`src/verilog/ifpl_defines.svh`:
```
// Offsets, field positions, reset values and widths of the flag and priority block
// How it works
// - Address error trap sets bit 3 of the trap status register; otherwise reads 0.
// - Stack error trap sets bit 2 of the trap status register; otherwise reads 0.
// - Oscillator failure trap sets bit 1 of the trap status register; otherwise 0.
// - Bit 0 of the trap status register is unimplemented and always reads 0.
// - Receive-ready request from the CAN module sets flag register bit 2.
// - Event request from the second serial port sets flag register bit 1.
// - Error request from the second serial port sets flag register bit 0.
// - Priority field 111 is level 7, 001 is level 1, 000 disables the source.
// - Capture eight priority sits at bits 14-12, capture seven at bits 10-8.
// - Converter two priority sits at bits 6-4, external one at bits 2-0.
// - Bits 15, 11, 7 and 3 of the priority register read as 0.
// - After reset every priority field holds 100, which is level 4.
// - A timed block masks requests below level 7 for the written instruction count.
`ifndef IFPL_DEFINES_SVH
`define IFPL_DEFINES_SVH

`define IFPL_ADR_W        8
`define IFPL_OFF_TRAP     8'h00
`define IFPL_OFF_FLAG     8'h04
`define IFPL_OFF_PRIO     8'h08
`define IFPL_OFF_TMASK    8'h0C
`define IFPL_OFF_FMASK    8'h10
`define IFPL_OFF_BLOCK    8'h14

`define IFPL_TRAP_ADDR    3
`define IFPL_TRAP_STACK   2
`define IFPL_TRAP_OSC     1
`define IFPL_FLAG_CAN     2
`define IFPL_FLAG_SPEV    1
`define IFPL_FLAG_SPERR   0

`define IFPL_PRIO_CAP8    14
`define IFPL_PRIO_CAP7    10
`define IFPL_PRIO_CONV2   6
`define IFPL_PRIO_EXT1    2
`define IFPL_PRIO_IMPL    16'h7777
`define IFPL_PRIO_RST     16'h4444
`define IFPL_LVL_TOP      3'h7
`define IFPL_LVL_OFF      3'h0

`define IFPL_BLOCK_W      14
`define IFPL_SRC_N        4

`endif

```
`src/verilog/ifpl_pkg.sv`:
```
// Types shared by the flag and priority block
package ifpl_pkg;

    // Register selected by a bus address
    typedef enum logic [2:0] {
        IFPL_SEL_TRAP  = 3'b000,
        IFPL_SEL_FLAG  = 3'b001,
        IFPL_SEL_PRIO  = 3'b010,
        IFPL_SEL_TMASK = 3'b011,
        IFPL_SEL_FMASK = 3'b100,
        IFPL_SEL_BLOCK = 3'b101,
        IFPL_SEL_NONE  = 3'b111
    } ifpl_sel_t;

    // Whole state of the top module
    typedef struct packed {
        logic [2:0]  trap;
        logic [2:0]  flag;
        logic [15:0] prio;
        logic [2:0]  trap_mask;
        logic [2:0]  flag_mask;
        logic [13:0] block_cnt;
        logic        ack;
        logic [31:0] rdata;
        logic        irq;
        logic [3:0]  grant;
        logic        block_q;
    } ifpl_state_t;

endpackage

```
`src/verilog/ifpl_prio_if.sv`:
```
// Signals between the register file and the priority gate
`timescale 1ns/10ps
interface ifpl_prio_if;
    logic [15:0] prio_fields;
    logic [3:0]  src_req;
    logic        block_active;
    logic [3:0]  grant;

    modport ctrl (output prio_fields, output src_req, output block_active, input grant);
    modport gate (input prio_fields, input src_req, input block_active, output grant);
endinterface

```
`src/verilog/ifpl_prio_gate.sv`:
```
// Priority decode and timed block gate for the four priority sources
`timescale 1ns/10ps
`include "ifpl_defines.svh"
module ifpl_prio_gate
    import ifpl_pkg::*;
(
    input  wire logic clk_i,
    input  wire logic rst_i,
    ifpl_prio_if.gate pif
);

    // Field code to level: 000 off, others map straight to their binary value
    function automatic logic [2:0] ifpl_level(input logic [2:0] code);
        ifpl_level = code;
    endfunction

    // One gate per source; field i sits at bits 4*i+2 .. 4*i
    genvar gi;
    generate
        for (gi = 0; gi < `IFPL_SRC_N; gi++) begin : g_src
            logic [2:0] lvl;
            assign lvl = ifpl_level(pif.prio_fields[4*gi +: 3]);
            assign pif.grant[gi] = pif.src_req[gi]
                                 & (lvl != `IFPL_LVL_OFF)
                                 & (~pif.block_active | (lvl == `IFPL_LVL_TOP));

        end
    endgenerate
endmodule

```
`src/verilog/ifpl_top.sv`:
```
// Trap status, interrupt flags, priority fields and timed block behind a Wishbone slave
//
// The implementer's own choices: the Wishbone slave port and the placing of the registers.
`timescale 1ns/10ps
`include "ifpl_defines.svh"
module ifpl_top
    import ifpl_pkg::*;
(
    input  wire logic        clk_i,
    input  wire logic        rst_i,
    // Wishbone classic slave
    input  wire logic        wb_cyc_i,
    input  wire logic        wb_stb_i,
    input  wire logic        wb_we_i,
    input  wire logic [7:0]  wb_adr_i,
    input  wire logic [3:0]  wb_sel_i,
    input  wire logic [31:0] wb_dat_i,
    output logic      [31:0] wb_dat_o,
    output logic             wb_ack_o,
    // Trap events from the core, one-cycle pulses
    input  wire logic        address_fault_i,
    input  wire logic        stack_fault_i,
    input  wire logic        oscillator_fault_i,
    // Peripheral requests, one-cycle pulses
    input  wire logic        can_receive_ready_i,
    input  wire logic        serial_port_two_event_i,
    input  wire logic        serial_port_two_error_i,
    // Level requests of the four priority sources: ext1, conv2, cap7, cap8
    input  wire logic [3:0]  prio_src_req_i,
    // Core retires one instruction
    input  wire logic        instr_done_i,
    output logic             irq_o,
    output logic      [3:0]  prio_req_o,
    output logic             block_active_o
);

    ifpl_state_t st_reg;
    ifpl_state_t st_next;
    ifpl_prio_if pif ();

    // Address to register select
    function automatic ifpl_sel_t ifpl_decode(input logic [7:0] adr);
        case (adr)
            `IFPL_OFF_TRAP:  ifpl_decode = IFPL_SEL_TRAP;
            `IFPL_OFF_FLAG:  ifpl_decode = IFPL_SEL_FLAG;
            `IFPL_OFF_PRIO:  ifpl_decode = IFPL_SEL_PRIO;
            `IFPL_OFF_TMASK: ifpl_decode = IFPL_SEL_TMASK;
            `IFPL_OFF_FMASK: ifpl_decode = IFPL_SEL_FMASK;
            `IFPL_OFF_BLOCK: ifpl_decode = IFPL_SEL_BLOCK;
            default:         ifpl_decode = IFPL_SEL_NONE;
        endcase
    endfunction

    // Merge write data into a 16-bit value under the two low byte lanes
    function automatic logic [15:0] ifpl_merge(input logic [15:0] old,
                                               input logic [15:0] wd,
                                               input logic [1:0]  sel);
        ifpl_merge = {sel[1] ? wd[15:8] : old[15:8], sel[0] ? wd[7:0] : old[7:0]};
    endfunction

    // Bits written as one under enabled lanes
    function automatic logic [15:0] ifpl_ones(input logic [15:0] wd,
                                              input logic [1:0]  sel);
        ifpl_ones = wd & {{8{sel[1]}}, {8{sel[0]}}};
    endfunction

    logic        acc;
    logic        wr;
    ifpl_sel_t   sel;
    logic [2:0]  trap_ev;
    logic [2:0]  flag_ev;
    logic [15:0] wd16;
    logic [15:0] clr16;
    logic [15:0] tmask16;
    logic [15:0] fmask16;
    logic [15:0] blk16;

    assign acc     = wb_cyc_i & wb_stb_i & ~st_reg.ack;
    assign wr      = acc & wb_we_i;
    assign sel     = ifpl_decode(wb_adr_i);
    assign wd16    = wb_dat_i[15:0];
    assign clr16   = ifpl_ones(wd16, wb_sel_i[1:0]);
    // Lane-merged write values of the mask and block count registers
    assign tmask16 = ifpl_merge({12'h000, st_reg.trap_mask, 1'b0}, wd16, wb_sel_i[1:0]);
    assign fmask16 = ifpl_merge({13'h0, st_reg.flag_mask}, wd16, wb_sel_i[1:0]);
    assign blk16   = ifpl_merge({2'h0, st_reg.block_cnt}, wd16, wb_sel_i[1:0]);
    assign trap_ev = {address_fault_i, stack_fault_i, oscillator_fault_i};
    assign flag_ev = {can_receive_ready_i, serial_port_two_event_i, serial_port_two_error_i};

    // Hand priority fields and requests to the gate
    assign pif.prio_fields  = st_reg.prio;
    assign pif.src_req      = prio_src_req_i;
    assign pif.block_active = (st_reg.block_cnt != '0);

    ifpl_prio_gate u_gate (
        .clk_i (clk_i),
        .rst_i (rst_i),
        .pif   (pif)
    );

    // Next state: sticky events, register writes, block countdown, bus answer
    always_comb begin
        st_next = st_reg;
        // Write-one-to-clear, but a same-cycle event wins
        if (wr && sel == IFPL_SEL_TRAP) begin
            st_next.trap = st_reg.trap & ~clr16[`IFPL_TRAP_ADDR:`IFPL_TRAP_OSC];
        end
        if (wr && sel == IFPL_SEL_FLAG) begin
            st_next.flag = st_reg.flag & ~clr16[`IFPL_FLAG_CAN:`IFPL_FLAG_SPERR];
        end
        st_next.trap = st_next.trap | trap_ev;
        st_next.flag = st_next.flag | flag_ev;
        // Priority fields, unimplemented bits held at zero
        if (wr && sel == IFPL_SEL_PRIO) begin
            st_next.prio = ifpl_merge(st_reg.prio, wd16, wb_sel_i[1:0])
                         & `IFPL_PRIO_IMPL;
        end
        if (wr && sel == IFPL_SEL_TMASK) begin
            st_next.trap_mask = tmask16[`IFPL_TRAP_ADDR:`IFPL_TRAP_OSC];
        end
        if (wr && sel == IFPL_SEL_FMASK) begin
            st_next.flag_mask = fmask16[`IFPL_FLAG_CAN:`IFPL_FLAG_SPERR];
        end
        // Timed block: a write loads the count, each retired instruction uses one
        if (wr && sel == IFPL_SEL_BLOCK) begin
            st_next.block_cnt = blk16[`IFPL_BLOCK_W-1:0];
        end else if (instr_done_i && st_reg.block_cnt != '0) begin
            st_next.block_cnt = st_reg.block_cnt - 14'h0001;
        end
        // Bus answer one cycle after the strobe
        st_next.ack   = acc;
        st_next.rdata = 32'h0000_0000;
        if (acc && !wb_we_i) begin
            case (sel)
                IFPL_SEL_TRAP:  st_next.rdata = {28'h0000000, st_reg.trap, 1'b0};
                IFPL_SEL_FLAG:  st_next.rdata = {29'h00000000, st_reg.flag};
                IFPL_SEL_PRIO:  st_next.rdata = {16'h0000, st_reg.prio & `IFPL_PRIO_IMPL};
                IFPL_SEL_TMASK: st_next.rdata = {28'h0000000, st_reg.trap_mask, 1'b0};
                IFPL_SEL_FMASK: st_next.rdata = {29'h00000000, st_reg.flag_mask};
                IFPL_SEL_BLOCK: st_next.rdata = {18'h00000, st_reg.block_cnt};
                default:        st_next.rdata = 32'h0000_0000;
            endcase
        end
        // Interrupt level from unmasked sticky bits
        st_next.irq     = |(st_next.trap & st_next.trap_mask)
                        | |(st_next.flag & st_next.flag_mask);
        st_next.grant   = pif.grant;
        st_next.block_q = (st_next.block_cnt != '0);
    end

    // State register
    always_ff @(posedge clk_i) begin
        if (rst_i) begin
            st_reg           <= '0;
            st_reg.prio      <= `IFPL_PRIO_RST;
        end else begin
            st_reg <= st_next;
        end
    end

    assign wb_dat_o       = st_reg.rdata;
    assign wb_ack_o       = st_reg.ack;
    assign irq_o          = st_reg.irq;
    assign prio_req_o     = st_reg.grant;
    assign block_active_o = st_reg.block_q;
endmodule
```
`config.mk`:
```
export PLATFORM = sky130hd
export DESIGN_NAME = ifpl_top
export DESIGN_NICKNAME = d
export VERILOG_FILES = /design/src/verilog/ifpl_pkg.sv /design/src/verilog/ifpl_prio_if.sv /design/src/verilog/ifpl_prio_gate.sv /design/src/verilog/ifpl_top.sv
export VERILOG_INCLUDE_DIRS = /design/src /design/src/verilog
export SDC_FILE = /design/constraint.sdc
export NUM_CORES = 1
export LEC_CHECK = 0
export BUFFER_PORTS_ARGS = -buffer_cell sky130_fd_sc_hd__buf_2
export CAP_MARGIN = 5
export CORE_MARGIN = 3
export CORE_UTILIZATION = 52
export CTS_BUF_LIST = sky130_fd_sc_hd__clkbuf_4
export CTS_CLUSTER_DIAMETER = 60
export DETAILED_ROUTE_END_ITERATION = 10
export PLACE_DENSITY = 0.8
export SETUP_SLACK_MARGIN = 0.5
export SYNTH_ARGS = -nofsm -noshare
export SYNTH_HDL_FRONTEND = slang
export SYNTH_HIERARCHICAL = 1
export SYNTH_SLANG_ARGS = --single-unit
```
`constraint.sdc`:
```
create_clock -name clk_i -period 6.85 [get_ports clk_i]
set_input_delay 0.3425 -clock clk_i [delete_from_list [all_inputs] [get_ports clk_i]]
set_output_delay 0.3425 -clock clk_i [all_outputs]
set_load 0.01 [all_outputs]
```
=== Word-level counts from Yosys, hierarchy flattened ===
Cells that the tools add are included.

* Add/sub/neg operators: 1
* $mul: 0
* Divide/modulo/power cells: 0
* Magnitude comparators: 0
* Equal/unequal tests: 14
* Shift operators: 0
* Muxes and demuxes: 12
* Bitwise gates (word level): 28
* Reductions and logical operators: 22

{| class="wikitable"
|+ Operators with widths
! kind !! number
|-
| $pmux 15 s6 || 1
|-
| $mux 14 || 2
|-
| $reduce_bool 14->1 || 2
|-
| $eq 3x3->1 const B || 6
|-
| $pmux 3 s6 || 1
|-
| $eq 8x4->1 const B || 2
|-
| $eq 8x5->1 const B || 2
|-
| $mux 3 || 5
|-
| $sub 14x1->14 const B || 1
|-
| $and 3x3->3 || 4
|-
| $reduce_bool 3->1 || 4
|-
| $and 1x1->1 || 11
|-
| $eq 8x3->1 const B || 1
|-
| $logic_and 1x1->1 || 8
|-
| $logic_not 8->1 || 1
|-
| $mux 8 || 1
|-
| $eq 3x2->1 const B || 2
|-
| $mux 6 || 1
|-
| $not 3->3 || 2
|-
| $or 3x3->3 || 2
|-
| $reduce_or 3->1 || 2
|-
| $or 1x1->1 || 5
|-
| $and 4x4->4 || 1
|-
| $mux 4 || 1
|-
| other kinds (6) || 9
|}

* Flip-flop bits (word level): 77
* Bits in latches: 0
* RAM bits: 0
* ROM bits: 0
* Input port bits: 60
* Output and inout bits: 39
* Logic and storage cells: 89
* Memories: 0

=== Depth between registers and ports, before layout ===
* Depth after elaboration: 9
* Depth in mapped cells: 12
* Gate-level depth less buffers: 10

=== By module ===
Netlist, hierarchy kept.

{| class="wikitable"
|+ Modules (own cells, without submodules)
! module !! instances !! cells each !! area an instance (um^2) !! sequential area each (um^2)
|-
| ifpl_top || 1 || 366 || 3248.1 || 1201.2
|-
| ifpl_prio_gate || 1 || 20 || 125.1 || 0.0
|}

=== Worst setup path before layout ===
Ideal clock, no wire load.

* Path type: input-to-reg
* From: input port wb_adr_i[6]
* To: register st_reg (netlist bit block_active_o)
* Setup time: 129 ps
* Data arrival time: 3331 ps
* Required time: 6721 ps
* Setup slack: 3391 ps
* Stages: 12
* Path buffers: 2
* Cells stage by stage: or4_1 or4b_2 ha_1 buf_2 and3b_1 nand4_1 clkbuf_8 mux2i_1 a211oi_1 nand4_1 nor3b_2 a31oi_1

* Word-level cells in the longest chain between the ends: 6
* Elaborated cells on any way between the ends: 11
* Those cells by class: eq/ne (6); mux (2); reduce/logical (3)

{| class="wikitable"
|+ Ends and longest elaborated chain
! element !! RTL line !! source
|-
| start, declared || ifpl_top.sv:15 || <nowiki>input wire logic [7:0] wb_adr_i,</nowiki>
|-
| $eq 8x5->1 (tied with other cells) || ifpl_top.sv:43 || <nowiki>case (adr)</nowiki>
|-
| $pmux 3 s6 * || ifpl_top.sv:43 ||
|-
| $eq 3x3->1 * || ifpl_top.sv:125 || <nowiki>if (wr && sel == IFPL_SEL_BLOCK) begin</nowiki>
|-
| $logic_and 1x1->1 * || ifpl_top.sv:125 ||
|-
| $mux 14 * || ifpl_top.sv:125 ||
|-
| $reduce_bool 14->1 * || ifpl_top.sv:148 || <nowiki>st_next.block_q = (st_next.block_cnt != '0);</nowiki>
|-
| end signal, assigned || ifpl_top.sv:157 || <nowiki>st_reg <= st_next;</nowiki>
|-
| end, declared || ifpl_top.sv:37 || <nowiki>ifpl_state_t st_reg;</nowiki>
|}

Every way passes the cells marked *; elsewhere a longest branch is shown, timed or not.
A chain may end at the register's enable or synchronous reset.

=== Worst setup path in the final report ===
Same ends and word-level chain as after synthesis.

==> impl_metrics.yaml <==
placed_design:
  finalWeightedCongestion: 0.884
  hpwl_microns: 5880
  place.port_buffers: 62
  placed_area_sq_um: 3470
  placed_cells_incl_taps: 489
finish:
  largest_reg_flops: 26
  final_common_cell: "buf_2"
  final_cell_mix: "62 x buf_2, 60 x dfxtp_1, 56 x nor2_1, 24 x nand2_1, 18 x mux2i_1"
  utilization: 0.597
  fin_area_sq_um: 3640
  drive_gt1_frac: 0.249
  fin_cells: 505
  diodes: 0
  syn2layout_area_growth_pct: 7.94
  fill_cells: 561
  fin_nets: 488
cts:
  cts_made_buffers: 9
  post_cts_resized: 0
  cts-root-buf: "clkbuf_4"
  cts_tree: "done"
  path_clk_slew_ps: 110
  cts_hold_buf: 0
  cts.sinks: 60
  cts_max_level: 3
  clockBufferDepth: 2
  clk-insertion-delay-late_ps: 420
  post-cts-setup-buffer-count: 0
logic_synthesis:
  ys_types: 72
  synth_compound_area_frac: 0.162
  synth-simple-area-share: 0.292
  synth-seq-area-share: 0.356
  synthMuxAreaShare: 0.0568
  synth.cell_area_sq_um: 3370
  ys_ff_latch: 60
  yosys.area_share.adder: 0.0111
  synth_edf_count: 0
  synthXorXnorAreaFrac: 0
  async_reset_ff_frac: 0
  postSynthCellCount: 386
  netlist.top_cell.by_area: "dfxtp_1"
  avgSynthCellArea_sq_um: 8.74
  synth_ff_type: "dfxtp_1"
  synth_warnings: 6
  synth_area_leaders: "dfxtp_1 36%, buf_4 8.0%, nor2_1 6.2%"
  synth_top_family_by_area: "simple AND/OR/NAND/NOR gates"
  synth_top_area_frac: 0.356
drt:
  first_pass_iters: 5
  routedWlPerCell_microns: 16.0
  viasPerCell: 5.95
  drt_wl_total_microns: 8060
  first_iter_violations: 225
  drtAntennaViolNets: 0
  drc: 0
  routed-via-count: 3005
worst_setup_path:
  worstSetupPathType: "input pin to flip-flop"
  cp.required_ps: 7120
  startpoint_type: "input pin"
  worst_setup_path_end_kind: "flip-flop"
  arrival_ps: 4470
  critPathMaxFanout: 23
global_route:
  met3_usage: 0.0475
  grt-ovfl-total: 0
  grt_max_degree: 46
  use_met2: 0.341
  grt_pass1_wl_microns: 13300
  grt.busiest_layer: "met2"
  grt_usage: 0.224
  antenna_found_initial: 0
  met1_usage: 0.313
  grt_pass1_vias: 2736
die:
  die_h_microns: 86.5
  rows: 28
  coreArea_sq_um: 6100
  die_x_microns: 86.5
  pin_count: 99
  start_util: 0.553
  dieArea_sq_um: 7490
timing:
  setup-tns-final_ps: 0
  grt_setup_unrepaired: "no"
  final-hold-violation-count: 0
  period_share: 0.614
  slew_viol_final: 0
  fmax_mhz: 238
  tightestPinTransition_ps: 976
  setup-violations-final: 0
  period_minus_slack_ps: 4200
  max_slew_margin: 0.347
  finClkSkew_ps: 13.6
  whs_ps: 124
status:
  status: "complete, no violations"
power_and_ir_drop:
  powerDensity_nw_per_um2: 371
  ir_worst_vdd_uv: 231
  p_switching_mw: 0.527
  swShare: 0.390
  p_leak_nw: 1.53
  p_comb_frac: 0.438
  seqPwrFrac: 0.344
  clkPwrFrac: 0.219
  p_int_mw: 0.824
worst_hold_path:
  hold_class: "input pin to flip-flop"
run:
  max_cap_viol_count: 0
worst paths after layout:
path,depth (start not counted),end,from,slack (ps)
worst max-delay path,11,block_active_o,wb_adr_i[6],2650
worst min-delay path,2,pif.prio_fields[14],wb_dat_i[14],120
worst max register to register,7,block_active_o,wb_ack_o,3960
worst min register to register,2,wb_dat_o[3],st_reg[80],460
stage by stage:
step / setup slack, ps / power [mW]
after floorplan: 3390 / 0.940
after global placement: 2410 / 1.04
after detailed placement: 2290 / 1.05
after CTS: 2710 / 1.35
after global routing: 2430 / 1.45
final: 2650 / 1.35
critical path, stage by stage:
cell and delay [ps]:
buf_2 110, or4_1 570, or4b_2 700, ha_1 410, and3b_1 300, nand4_1 760
and4b_1 560, a211oi_2 220, nand4_1 190, nor3b_2 180, a31oi_1 100
power groups by stage:
stage / logic, mW / registers [mW] / clock network (mW)
floorplan: 0.493 / 0.447 / 0
global placement: 0.572 / 0.465 / 0
detailed placement: 0.581 / 0.469 / 0
CTS: 0.584 / 0.462 / 0.300
global route: 0.659 / 0.471 / 0.318
finish: 0.592 / 0.465 / 0.296
cell type report:
cell class / count / area, sq um / share of cell area
clock inverters: 7 / 100 / 0.0275
well taps: 75 / 93.8 / 0.0258
inverters: 10 / 37.5 / 0.0103
clock buffers: 9 / 67.6 / 0.0186
flip-flops and latches: 60 / 1200 / 0.330
repair buffers: 63 / 318 / 0.0873
multi-input cells: 281 / 1820 / 0.501
cells in the mapped netlist (5+ instances only):
library cell  number
dfxtp_1           60
nor2_1            56
buf_4             36
nand2_1           24
mux2i_1           18
a21oi_1           17
nor3_1            13
a22oi_1           10
inv_1             10
nor2b_1           10
clkbuf_1           8
and3_1             6
nand4_1            6
nor4_1             6
nand3_1            5
o21ai_0            5
o32ai_1            5
kinds of logic after synthesis:
kind of cell,count (synthesis)
other,1
and+or+nand+nor,170
DFF,60
adders and majority gates,3
buffers and inverters,61
AOI/OAI and AO/OA,72
muxes,19
metal layers:
layer,wire [microns],part of all wire
met1,3540,0.44
met3,771,0.096
met2,3640,0.45
met4,107,0.013
met5,0,0
(Power assumes the default switching activity.)
